File: src/common/tx_end_pkg.sv
// Constants, types and register map of the transmit task end control block
// -----------------------------------------------------------------------------
// What this block does
// - Every task end pulses completion interrupt; reason readable by software.
// - Packet done, repeat setting 0: end with success.
// - Repeat setting 1: empty send queue ends with success, else transmit again.
// - Restart style 1: wait timer event 1, calibrate synthesizer, then transmit.
// - Restart style 0: transmit after programmed wait, calibrating only when time allows.
// - Inter-packet wait counts in 62.5 ns steps.
// - Wait already passed or too short: transmit as early as possible.
// - Power-down or start command while running: abort; radio abort if radio active.
// - Stop during packet or acknowledgment: stopped once both finish.
// - Stop while waiting for timer event 1: end stopped at once.
// - Timer event 2 action: 00/11 nothing, 01 stop, 10 power-down.
// - Retransmissions exhausted without acknowledgment: end with retries-exhausted cause.
// - Send queue empty or broken at packet start: queue error, engine error, radio abort.
// - Receive queue overflow on kept acknowledgment: receive queue error, queue-full interrupt.
// - Unknown command: bad-command end, engine error, radio abort if radio synced.
// - Lock not free at start: end without radio activity, lock cause, engine error.
// - Invalid stored configuration: bad-parameter end with engine error.
// - Length field over 255, 127 or 63 by mode: bad parameter, engine error.
// - Send-when-quiet command: receiver on at channel, sync search off.
// - While listening, sample signal strength every 5.33 us against the limit.
// - More consecutive quiet valid samples than programmed count: start transmitting.
// -----------------------------------------------------------------------------
package tx_end_pkg;
  // Register byte offsets
  localparam logic [7:0] OFS_CTRL     = 8'h00;
  localparam logic [7:0] OFS_WAIT     = 8'h04;
  localparam logic [7:0] OFS_RETRY    = 8'h08;
  localparam logic [7:0] OFS_CHAN     = 8'h0C;
  localparam logic [7:0] OFS_LIMIT    = 8'h10;
  localparam logic [7:0] OFS_QUIET    = 8'h14;
  localparam logic [7:0] OFS_CMD      = 8'h18;
  localparam logic [7:0] OFS_REASON   = 8'h1C;
  localparam logic [7:0] OFS_STATUS   = 8'h20;
  // Control register fields
  localparam int BIT_REPEAT  = 0;
  localparam int BIT_RESTART = 1;
  localparam int LSB_EV2     = 2;
  // Command codes
  localparam logic [7:0] CMD_POWER_DOWN = 8'h01;
  localparam logic [7:0] CMD_STOP       = 8'h02;
  localparam logic [7:0] CMD_SOFT_EVT2  = 8'h03;
  localparam logic [7:0] CMD_SEND       = 8'h81;
  localparam logic [7:0] CMD_SEND_QUIET = 8'h82;
  localparam logic [7:0] CMD_RECEIVE    = 8'h83;
  // Timer event 2 actions
  localparam logic [1:0] EV2_STOP       = 2'h1;
  localparam logic [1:0] EV2_POWER_DOWN = 2'h2;
  // End cause codes
  typedef enum logic [3:0] {
    CAUSE_NONE          = 4'h0,
    CAUSE_SUCCESS       = 4'h1,
    CAUSE_STOPPED       = 4'h2,
    CAUSE_ABORT         = 4'h3,
    CAUSE_RETRIES       = 4'h4,
    CAUSE_SEND_QUEUE    = 4'h5,
    CAUSE_RECEIVE_QUEUE = 4'h6,
    CAUSE_BAD_COMMAND   = 4'h7,
    CAUSE_LOCK_BUSY     = 4'h8,
    CAUSE_BAD_PARAMETER = 4'h9
  } cause_t;
  // Packet outcome reported by the packet engine
  localparam logic [1:0] OUT_DONE     = 2'h0;
  localparam logic [1:0] OUT_RETRIES  = 2'h1;
  localparam logic [1:0] OUT_OVERFLOW = 2'h2;
  // Length limits per framing mode
  localparam logic [1:0] LEN_BASIC  = 2'h0;
  localparam logic [1:0] LEN_AUTO7  = 2'h1;
  localparam logic [7:0] LEN_MAX_BASIC = 8'hFF;
  localparam logic [7:0] LEN_MAX_AUTO7 = 8'h7F;
  localparam logic [7:0] LEN_MAX_AUTO6 = 8'h3F;
  // Timing: clock 10 ns, wait step 62.5 ns, both in half nanoseconds
  localparam int CLK_HALF_NS  = 20;
  localparam int STEP_HALF_NS = 125;
  localparam int CLK_NS       = 10;
  localparam int POLL_NS      = 5330;
  localparam int POLL_CYCLES  = POLL_NS / CLK_NS;
  // Status from the packet engine and radio
  typedef struct packed {
    logic       evt1;        // Timer event 1 pulse
    logic       evt2;        // Timer event 2 pulse
    logic       cal_done;    // Synthesizer calibration finished
    logic       tx_end;      // Last bit of packet sent
    logic       out_valid;   // Packet and acknowledgment handled
    logic [1:0] out_code;    // Outcome of that packet
    logic       q_avail;     // Send queue holds a packet
    logic       q_bad;       // Send queue pointers invalid
    logic       lock_free;   // Lock owned by engine is free
    logic       param_bad;   // Stored configuration invalid
    logic       radio_on;    // Transmitter or receiver running
    logic       synced;      // Receiver has sync
    logic       rssi_valid;  // Signal strength valid
    logic [7:0] rssi;        // Signal strength, signed
    logic [7:0] len_field;   // Length field about to be sent
    logic [1:0] len_mode;    // Framing mode for length limit
  } radio_stat_t;
  // Interrupt pulses
  typedef struct packed {
    logic done;
    logic abort;
    logic eng_err;
    logic rx_full;
  } irq_t;
endpackage : tx_end_pkg

File: src/verilog/tx_task_end.sv
// Transmit task continuation, ending and send-when-quiet control with APB registers
//
// Chosen here: the register addresses and the APB register port.
module tx_task_end
  import tx_end_pkg::*;
#(
  parameter int CAL_STEPS = 2400  // Wait steps a synthesizer calibration needs
)(
  input  wire logic        clk_sys,           // System clock, 100 MHz
  input  wire logic        rst_n,             // Asynchronous reset, active low
  input  wire logic        psel,              // APB select
  input  wire logic        penable,           // APB access phase
  input  wire logic        pwrite,            // APB write
  input  wire logic [7:0]  paddr,             // APB byte address
  input  wire logic [31:0] pwdata,            // APB write data
  output logic      [31:0] prdata,            // APB read data
  output logic             pready,            // APB ready
  output logic             pslverr,           // APB error, unmapped
  input  wire radio_stat_t stat,              // Engine and radio status
  output logic             tx_go,             // Start packet pulse
  output logic             cal_go,            // Synthesizer calibration pulse
  output logic             rx_on,             // Receiver enabled for listening
  output logic             sync_search_en,    // Sync search enable
  output logic             rssi_poll,         // Signal strength sample pulse
  output logic [6:0]       channel_frequency, // Channel for the radio
  output logic [7:0]       max_retry_count,   // Retransmission limit
  output logic             task_busy,         // Task running
  output irq_t             irq                // Interrupt pulses
);

  // ---------------------------------------------------------------------------
  // Parameters and state
  // ---------------------------------------------------------------------------
  localparam int PW = $clog2(POLL_CYCLES + 1);

  if (CAL_STEPS < 1 || CAL_STEPS > 65535)
    $error("CAL_STEPS out of range");

  // Gray along the usual path
  typedef enum logic [2:0] {
    ST_IDLE   = 3'b000,
    ST_EVT1   = 3'b001,
    ST_CALIB  = 3'b011,
    ST_LISTEN = 3'b010,
    ST_TX     = 3'b110,
    ST_DELAY  = 3'b111
  } state_t;

  typedef struct packed {
    state_t      st;
    logic        quiet_mode;   // Task listens before each send
    logic        stop_pend;    // Stop seen, waits for packet end
    logic        done_pend;    // Reason written, interrupt next
    logic        repeat_on;
    logic        restart_style;
    logic [1:0]  ev2_action;
    logic [15:0] wait_steps;
    logic [7:0]  retries;
    logic [6:0]  chan;
    logic [7:0]  limit;
    logic [7:0]  quiet_count;
    cause_t      reason;
    logic [7:0]  acc;          // Half-ns residue of the step timer
    logic [15:0] elapsed;      // Steps since last packet end
    logic [PW-1:0] poll_cnt;
    logic [8:0]  quiet_run;
    logic [31:0] rdata;
    logic        tx_go;
    logic        cal_go;
    logic        poll;
    irq_t        irq;
  } regs_t;

  regs_t cur_ff;
  regs_t nxt_cur;

  // ---------------------------------------------------------------------------
  // APB decode
  // ---------------------------------------------------------------------------
  logic apb_setup;
  logic apb_wr;
  logic addr_ok;

  // Writes take effect in the access phase, reads are latched in setup
  assign apb_setup = psel && !penable;
  assign apb_wr    = psel && penable && pwrite && addr_ok;
  // Map is one contiguous run of aligned words
  assign addr_ok   = (paddr <= OFS_STATUS) && (paddr[1:0] == 2'b00);
  assign pready    = 1'b1;
  assign pslverr   = psel && penable && !addr_ok;

  // ---------------------------------------------------------------------------
  // Next state
  // ---------------------------------------------------------------------------
  always_comb
  begin
    logic       cmd_hit;
    logic [7:0] cmd;
    logic       ev2;
    logic       stop_req;
    logic       kill;
    logic       bad_cmd;
    logic       is_start;
    logic       want_tx;
    logic       want_go;
    logic       end_now;
    cause_t     cause;
    logic [7:0] len_max;
    logic [8:0] acc_sum;

    nxt_cur = cur_ff;
    cmd_hit = apb_wr && (paddr == OFS_CMD);
    cmd     = pwdata[7:0];
    want_tx = 1'b0;
    want_go = 1'b0;
    end_now = 1'b0;
    cause   = CAUSE_NONE;
    nxt_cur.tx_go  = 1'b0;
    nxt_cur.cal_go = 1'b0;
    nxt_cur.poll   = 1'b0;
    nxt_cur.irq    = '0;
    // Reason was stored one edge earlier, so it is readable with the pulse
    nxt_cur.irq.done  = cur_ff.done_pend;
    nxt_cur.done_pend = 1'b0;

    // Register writes
    if (apb_wr)
    begin
      case (paddr)
        OFS_CTRL:
        begin
          nxt_cur.repeat_on     = pwdata[BIT_REPEAT];
          nxt_cur.restart_style = pwdata[BIT_RESTART];
          nxt_cur.ev2_action    = pwdata[LSB_EV2 +: 2];
        end
        OFS_WAIT:  nxt_cur.wait_steps  = pwdata[15:0];
        OFS_RETRY: nxt_cur.retries     = pwdata[7:0];
        OFS_CHAN:  nxt_cur.chan        = pwdata[6:0];
        OFS_LIMIT: nxt_cur.limit       = pwdata[7:0];
        OFS_QUIET: nxt_cur.quiet_count = pwdata[7:0];
        default:   nxt_cur.chan        = cur_ff.chan;
      endcase
    end

    // Read data latched in the setup phase
    if (apb_setup)
    begin
      case (paddr)
        OFS_CTRL:   nxt_cur.rdata = {28'h0000000, cur_ff.ev2_action, cur_ff.restart_style,
                                     cur_ff.repeat_on};
        OFS_WAIT:   nxt_cur.rdata = {16'h0000, cur_ff.wait_steps};
        OFS_RETRY:  nxt_cur.rdata = {24'h000000, cur_ff.retries};
        OFS_CHAN:   nxt_cur.rdata = {25'h0, cur_ff.chan};
        OFS_LIMIT:  nxt_cur.rdata = {24'h000000, cur_ff.limit};
        OFS_QUIET:  nxt_cur.rdata = {24'h000000, cur_ff.quiet_count};
        OFS_REASON: nxt_cur.rdata = {28'h0000000, cur_ff.reason};
        OFS_STATUS: nxt_cur.rdata = {26'h0, cur_ff.stop_pend, cur_ff.quiet_mode,
                                     (cur_ff.st != ST_IDLE), cur_ff.st};
        default:    nxt_cur.rdata = 32'h00000000;
      endcase
    end

    // Command and timer event 2 decode
    is_start = cmd_hit && (cmd == CMD_SEND || cmd == CMD_SEND_QUIET || cmd == CMD_RECEIVE);
    ev2      = stat.evt2 || (cmd_hit && cmd == CMD_SOFT_EVT2);
    stop_req = (cmd_hit && cmd == CMD_STOP) || (ev2 && cur_ff.ev2_action == EV2_STOP);
    kill     = (cmd_hit && cmd == CMD_POWER_DOWN)
            || (ev2 && cur_ff.ev2_action == EV2_POWER_DOWN) || is_start;
    bad_cmd  = cmd_hit && !(is_start || cmd == CMD_POWER_DOWN || cmd == CMD_STOP
                            || cmd == CMD_SOFT_EVT2);

    // Step timer in 62.5 ns units, restarted by each packet end
    acc_sum = {1'b0, cur_ff.acc} + 9'(CLK_HALF_NS);
    if (stat.tx_end)
    begin
      nxt_cur.acc     = 8'h00;
      nxt_cur.elapsed = 16'h0000;
    end
    else if (acc_sum >= 9'(STEP_HALF_NS))
    begin
      nxt_cur.acc = 8'(acc_sum - 9'(STEP_HALF_NS));
      if (cur_ff.elapsed != 16'hFFFF)
        nxt_cur.elapsed = cur_ff.elapsed + 16'h0001;
    end
    else
      nxt_cur.acc = acc_sum[7:0];

    if (bad_cmd)
    begin
      // Unknown command ends any task; idle engine reports it too
      end_now = 1'b1;
      cause   = CAUSE_BAD_COMMAND;
      nxt_cur.irq.eng_err = 1'b1;
      nxt_cur.irq.abort   = cur_ff.st != ST_IDLE && stat.radio_on && stat.synced;
    end
    else if (cur_ff.st != ST_IDLE && kill)
    begin
      end_now = 1'b1;
      cause   = CAUSE_ABORT;
      nxt_cur.irq.abort = stat.radio_on;
    end
    else if (stop_req && cur_ff.st != ST_IDLE && cur_ff.st != ST_TX)
    begin
      // Nothing on air outside a packet, so stop ends at once
      end_now = 1'b1;
      cause   = CAUSE_STOPPED;
    end
    else
    begin
      case (cur_ff.st)
        ST_IDLE:
        begin
          if (cmd_hit && (cmd == CMD_SEND || cmd == CMD_SEND_QUIET))
          begin
            nxt_cur.quiet_mode = cmd == CMD_SEND_QUIET;
            nxt_cur.stop_pend  = 1'b0;
            if (!stat.lock_free)
            begin
              end_now = 1'b1;
              cause   = CAUSE_LOCK_BUSY;
              nxt_cur.irq.eng_err = 1'b1;
            end
            else if (stat.param_bad)
            begin
              end_now = 1'b1;
              cause   = CAUSE_BAD_PARAMETER;
              nxt_cur.irq.eng_err = 1'b1;
            end
            else
              nxt_cur.st = ST_EVT1;
          end
        end
        ST_EVT1:
        begin
          if (stat.evt1)
          begin
            nxt_cur.st     = ST_CALIB;
            nxt_cur.cal_go = 1'b1;
          end
        end
        ST_CALIB:
          want_go = stat.cal_done;
        ST_LISTEN:
        begin
          if (cur_ff.poll_cnt == PW'(POLL_CYCLES - 1))
          begin
            nxt_cur.poll_cnt = '0;
            nxt_cur.poll     = 1'b1;
          end
          else
            nxt_cur.poll_cnt = cur_ff.poll_cnt + PW'(1);
          // Sample taken in the cycle of the poll pulse; invalid ones are skipped
          if (cur_ff.poll && stat.rssi_valid)
          begin
            if ($signed(stat.rssi) < $signed(cur_ff.limit))
            begin
              nxt_cur.quiet_run = cur_ff.quiet_run + 9'h001;
              if (cur_ff.quiet_run >= {1'b0, cur_ff.quiet_count})
                want_tx = 1'b1;
            end
            else
              nxt_cur.quiet_run = 9'h000;
          end
        end
        ST_TX:
        begin
          if (stop_req)
            nxt_cur.stop_pend = 1'b1;
          if (stat.out_valid)
          begin
            end_now = 1'b1;
            if (stat.out_code == OUT_RETRIES)
              cause = CAUSE_RETRIES;
            else if (stat.out_code == OUT_OVERFLOW)
            begin
              cause = CAUSE_RECEIVE_QUEUE;
              nxt_cur.irq.rx_full = 1'b1;
            end
            else if (cur_ff.stop_pend || stop_req)
              cause = CAUSE_STOPPED;
            else if (!cur_ff.repeat_on)
              cause = CAUSE_SUCCESS;
            else if (!stat.q_avail)
              cause = CAUSE_SUCCESS;
            else
            begin
              end_now = 1'b0;
              if (cur_ff.restart_style)
                nxt_cur.st = ST_EVT1;
              else
              begin
                nxt_cur.st = ST_DELAY;
                // Calibrate only if the remaining wait covers it
                nxt_cur.cal_go = {1'b0, cur_ff.wait_steps}
                              >= {1'b0, cur_ff.elapsed} + 17'(CAL_STEPS);
              end
            end
          end
        end
        ST_DELAY:
          want_go = cur_ff.elapsed >= cur_ff.wait_steps;
        default: nxt_cur.st = ST_IDLE;
      endcase
    end

    // Calibrated or waited out: quiet tasks listen first, others send
    if (want_go && cur_ff.quiet_mode)
    begin
      nxt_cur.st        = ST_LISTEN;
      nxt_cur.poll_cnt  = '0;
      nxt_cur.quiet_run = 9'h000;
    end
    else if (want_go)
      want_tx = 1'b1;

    // Packet start: queue and length checks
    case (stat.len_mode)
      LEN_BASIC: len_max = LEN_MAX_BASIC;
      LEN_AUTO7: len_max = LEN_MAX_AUTO7;
      default:   len_max = LEN_MAX_AUTO6;
    endcase
    if (want_tx)
    begin
      if (!stat.q_avail || stat.q_bad)
      begin
        end_now = 1'b1;
        cause   = CAUSE_SEND_QUEUE;
        nxt_cur.irq.eng_err = 1'b1;
        nxt_cur.irq.abort   = 1'b1;
      end
      else if (stat.len_field > len_max)
      begin
        end_now = 1'b1;
        cause   = CAUSE_BAD_PARAMETER;
        nxt_cur.irq.eng_err = 1'b1;
      end
      else
      begin
        nxt_cur.st    = ST_TX;
        nxt_cur.tx_go = 1'b1;
      end
    end

    // Task end: reason first, completion pulse one edge later
    if (end_now)
    begin
      nxt_cur.st        = ST_IDLE;
      nxt_cur.reason    = cause;
      nxt_cur.done_pend = 1'b1;
      nxt_cur.stop_pend = 1'b0;
    end
  end

  // ---------------------------------------------------------------------------
  // State register
  // ---------------------------------------------------------------------------
  always_ff @(posedge clk_sys or negedge rst_n)
  begin
    if (!rst_n)
      cur_ff <= '{st: ST_IDLE, reason: CAUSE_NONE, default: '0};
    else
      cur_ff <= nxt_cur;
  end

  // ---------------------------------------------------------------------------
  // Outputs
  // ---------------------------------------------------------------------------
  assign prdata            = cur_ff.rdata;
  assign tx_go             = cur_ff.tx_go;
  assign cal_go            = cur_ff.cal_go;
  assign rx_on             = cur_ff.st == ST_LISTEN;
  assign sync_search_en    = 1'b0;
  assign rssi_poll         = cur_ff.poll;
  assign channel_frequency = cur_ff.chan;
  assign max_retry_count   = cur_ff.retries;
  assign task_busy         = cur_ff.st != ST_IDLE;
  assign irq               = cur_ff.irq;

endmodule : tx_task_end

File: config.mk
export PLATFORM = sky130hd
export DESIGN_NAME = tx_task_end
export DESIGN_NICKNAME = d
export VERILOG_FILES = /design/src/common/tx_end_pkg.sv /design/src/verilog/tx_task_end.sv
export SDC_FILE = /design/constraint.sdc
export NUM_CORES = 1
export LEC_CHECK = 0
export ABC_AREA = 1
export BUFFER_PORTS_ARGS = -buffer_cell sky130_fd_sc_hd__buf_2
export CORE_MARGIN = 2
export CORE_UTILIZATION = 40
export DETAILED_ROUTE_END_ITERATION = 10
export PLACE_DENSITY = 0.64
export SLEW_MARGIN = 40
export SYNTH_ARGS = -nofsm -noshare
export SYNTH_HDL_FRONTEND = slang
export SYNTH_SLANG_ARGS = --single-unit
File: constraint.sdc
create_clock -name clk_sys -period 2.9 [get_ports clk_sys]
set_clock_uncertainty 0.05 [all_clocks]
set_input_delay 0.145 -clock clk_sys [delete_from_list [all_inputs] [get_ports clk_sys]]
set_output_delay 0.145 -clock clk_sys [all_outputs]
set_load 0.01 [all_outputs]
* After elaboration in Yosys (flattened, before gate mapping)
Cells that the tools add are included.
Cells by class: $add $sub $neg 6, magnitude comparators 7, eq/ne operators 35, multiplexer cells 114, bitwise operators 3, reductions and logical operators 59
Operators by type and width (number):
- 16-bit one-hot mux with 8 select lines | 1
- 19-bit 2-to-1 mux | 5
- 1-bit 2-to-1 mux | 54
- 3-bit 2-to-1 mux | 18
- 4-bit 2-to-1 mux | 9
- 8-bit by 5-bit == test with 1-bit output (second input constant) | 4
- 16-bit 2-to-1 mux | 2
- 8-bit == test (second input constant) | 3
- 24-bit 2-to-1 mux | 1
- 1-bit logical AND | 22
- 5-bit 2-to-1 mux | 4
- 2-bit 2-to-1 mux | 9
- 9-bit 2-to-1 mux | 2
- 16-bit by 12-bit adder with 17-bit output (second input constant) | 1
- 16-bit by 17-bit greater-or-equal comparator with 1-bit output | 1
- 16-bit by 1-bit adder with 16-bit output (second input constant) | 1
- 8-bit by 2-bit == test with 1-bit output (second input constant) | 2
- 8-bit by 4-bit == test with 1-bit output (second input constant) | 2
- 16-bit greater-or-equal comparator | 1
- 16-bit inequality test (second input constant) | 1
- 8-bit one-hot mux with 2 select lines | 1
- 2-bit AND reduction | 7
- 2-bit by 1-bit inequality test with 1-bit output (second input constant) | 6
- 3-bit one-hot mux with 4 select lines | 1
- other kinds (35) | 66
Word-level totals: register bits 143, input bits 77, output and inout bits 59, logic and storage cells 249

* Logic depth before layout (Yosys ltp)
depth after elaboration 22, mapped depth 18

* Least setup slack after synthesis
Ideal clock, no wire load.
path type reg2reg, start point register cur_ff[64] (netlist bit), end point register cur_ff, in the netlist cal_go, arrival time 2.247 ns, data required time 2.772 ns, setup slack 0.525 ns, stages on the path, launching flop included 15, path buffers 0, period minus slack after synthesis 2.375 ns, cells stage by stage dfrtp_1 inv_1 ha_1 o21ai_0 nand2_1 nand2_1 nand2_1 xor2_1 ha_1 nand2_1 nor4_1 a31oi_1 nand2_1 o2111ai_1 a21oi_1
RTL lines:
- start, declared | line tx_task_end.sv:74 | regs_t cur_ff;
- start signal, assigned | line tx_task_end.sv:362 | cur_ff <= nxt_cur;

==> summary.md <==
| Metric | Value |
|---|---|
| FILL cells | `2,063` |
| GRT Overall Usage | `0.206` |
| Cell Area, Synth | `8560 sq um` |
| Maximum number of pins on one net before global-route repair | `86` |
| Peak Freq | `369 MHz` |
| CTS tree | `built` |
| Multi-input gate area | `4390 sq um` |
| Synth warn | `0` |
| TritonCTS sink count | `127` |
| WP data required | `3.20 ns` |
| Mean Syn Cell Area | `7.74 sq um` |
| Slew HR | `0.630` |
| H-tree levels | `4` |
| Sequential share of power | `0.432` |
| Worst-Margin Slew | `0.542 ns` |
| Layout cells sized above 1 | `0.170` |
| Initial Utilization | `0.407` |
| Number of CTS-inserted buffers | `17` |
| Asr flop ratio synth | `1.00` |
| P&R area growth vs syn | `15.5%` |
| Avg WL per Cell | `15.0 um` |
| Number of synthesized flops with an enable pin | `0` |
| Port-buffer cells | `101` |
| #FFs+latches synth | `127` |
| Switching share of power | `0.266` |
| Vias | `7,468` |
| Routed Antenna Nets | `0` |
| Vias per cell | `5.01` |
| Cell internal pwr | `3150 uW` |
| Worst skew pair latency | `approximately 0.43 ns` |
| First-pass GRT wire length | `roughly 36,000 um` |
| Clock Tree Root | `clkbuf_16` |
| MaxCap Viol Count | `0` |
| GRT overflow | `0` |
| Core area | `around 21,000 sq um` |
| Min-delay worst type | `input port to flip-flop` |
| Max-slew violations | `0` |
| Commonest non-fill, non-tap cells in the layout | `226 x nand2_1, 144 x inv_1, 127 x dfrtp_1` |
| Final worst-path setup slack | `0.192 ns` |
| Die height | `150 um` |
| Routed WL | `22,400 um` |
| PD cells | `435 nW/um^2` |
| Gpl congestion | `0.931` |
| Drt drc | `0` |
| IO Pins | `136` |
| Clock share of power | `0.475` |
| CTS Buffer Depth | `2` |
| # diodes | `0` |
| Initial antenna violation count | `0` |
| Period utilization | `0.934` |
| Seq/Total Area, Yosys | `0.371` |
| Synth Instances | `1,105` |
| Final setup fails | `0` |
| Drt pass-1 iters | `5` |
| Die Area | `22,600 sq um` |
| Starting DRT DRC Count | `450` |
| Worst-path fanout max | `8` |
| Final Hold Slack | `0.0113 ns` |
| Worst-path clk slew | `0.06 ns` |
| Reg area | `3180 sq um` |
| Nets | `1,342` |
| Sw power | `1140 uW` |
| Crit path kind | `flip-flop to flip-flop` |
| Final Power | `4300 uW` |
| Crit start category | `flip-flop` |
| Leak | `0.00501 uW` |
| Status | `completed` |
| Period minus WS final | `about 2.7 ns` |
| Fin util | `0.470` |
| Die span in x | `150 um` |
| Pre-CTS WS | `0.214 ns` |
| Post-DP HPWL | `roughly 17,000 um` |
| Setup crit end kind | `flip-flop` |
| Post-CTS setup buffers | `0` |
| Critical path arrival | `between 3 and 4 ns` |
| Synth cell types | `55` |
| Number of global-route vias before repair | `around 7,000` |
| Row count | `53` |
| Top FF cell, synth | `dfrtp_1` |
| Comb pwr share | `0.093` |
| Worst vdd ir | `0.372 mV` |
| Commonest non-fill, non-tap cell in the layout | `nand2_1` |
| Endpoints failing hold | `0` |
[power groups by stage]
stage | Combinational [uW] | Sequential, uW | Clock [uW]
6_report | 399 | 1860 | 2040
5_1_grt | 456 | 1860 | 2150
4_1_cts | 403 | 1860 | 2070
3_5_place_dp | 382 | 1890 | 0
3_3_place_gp | 375 | 1890 | 0
2_1_floorplan | 249 | 1880 | 0
[critical path, stage by stage (launching register included)]
cell and delay (ns):
dfrtp_1 0.47, inv_1 0.10, ha_1 0.21, o21ai_0 0.28, nand2_1 0.14, nand2_1 0.10
nand2_1 0.06, xor2_1 0.15, ha_1 0.27, nand2_1 0.06, nor4_1 0.27, a31oi_1 0.11
nand2_1 0.08, o2111ai_1 0.12, a21oi_1 0.15
[final timing paths]
kind / slack, ns / start / depth (start not counted) / to
setup / recovery: 0.19 / cur_ff[64] / 14 / cal_go
hold / removal: 0.01 / pwdata[4] / 3 / cur_ff[98]
setup reg to reg: 0.19 / cur_ff[64] / 14 / cal_go
hold reg to reg: 0.30 / cur_ff[137] / 0 / irq[3]
max in group asynchronous: 1.84 / rst_n / 3 / cur_ff[54]
min in group asynchronous: 0.15 / rst_n / 2 / cur_ff[78]
[synthesized netlist by cell type (all sizes together) (3+ instances only)]
cell,count,share of area
nand2,238,0.11
inv,154,0.068
dfrtp,127,0.37
nor2,104,0.053
o21ai,91,0.054
ha,62,0.091
buf,59,0.051
nand3,47,0.028
a21oi,46,0.028
xor2,26,0.027
nor3,22,0.014
nand4,19,0.016
o22ai,18,0.013
o31ai,17,0.015
clkbuf,14,0.0063
o21a,8,0.0070
nand3b,7,0.0061
nor4,7,0.0058
a211oi,4,0.0035
a31oi,4,0.0029
mux2,4,0.0053
a221oi,3,0.0031
or2,3,0.0022
xnor2,3,0.0031
[registers in the layout (all words and copies together) (netlist names)]
name,flops
cal_go,1
rssi_poll,1
tx_go,1
cur_ff,89
prdata,16
irq,4
max_retry_count,8
channel_frequency,7
[cell families (layout without fill, tap and decap cells)]
group	count (synthesis)	after routing	synth area share
and+or+nand+nor	451	451	0.239
buffers and inverters	228	323	0.125
other	2	18	0.000878
adders and majority gates	62	62	0.0906
AOI/OAI and AO/OA	202	202	0.137
xor gates and xnor gates	29	29	0.0297
DFF	127	127	0.371
muxes	4	4	0.00526
[routing by layer]
metal  part of all wire  routed length, um  track usage  up-vias
li1                   -                  -            -     3765
met1               0.47              10500        0.287     3451
met2               0.46              10300        0.325      215
met3              0.047               1040       0.0327       37
met4              0.022                485       0.0745        0
met5                  0                  0            0        -
[area by class of cell]
type	count	area share
Timing Repair Buffer	136	0.0847
Sequential cell	127	0.322
Inverter	155	0.0589
Clock buffer	18	0.0444
Clock inverter	14	0.0119
Multi-Input combinational cell	766	0.444
Tap cell	275	0.0348
[metrics by stage]
step,area (sq um),instances,setup TNS (ns)
finish,9880,1491,0
global route,9880,1491,-0.00364
CTS,9870,1491,0
detailed placement,9160,1444,0
global placement,9160,1444,0
floorplan,8620,1121,0
[repair_timing]
item | CTS | global route
hold buffers | 15 | 0
setup endpoints to repair | 0 | 13
gates resized for setup | 0 | 4
endpoints found under the hold margin | 63 | 0
Power figures use the tool's default switching activity.
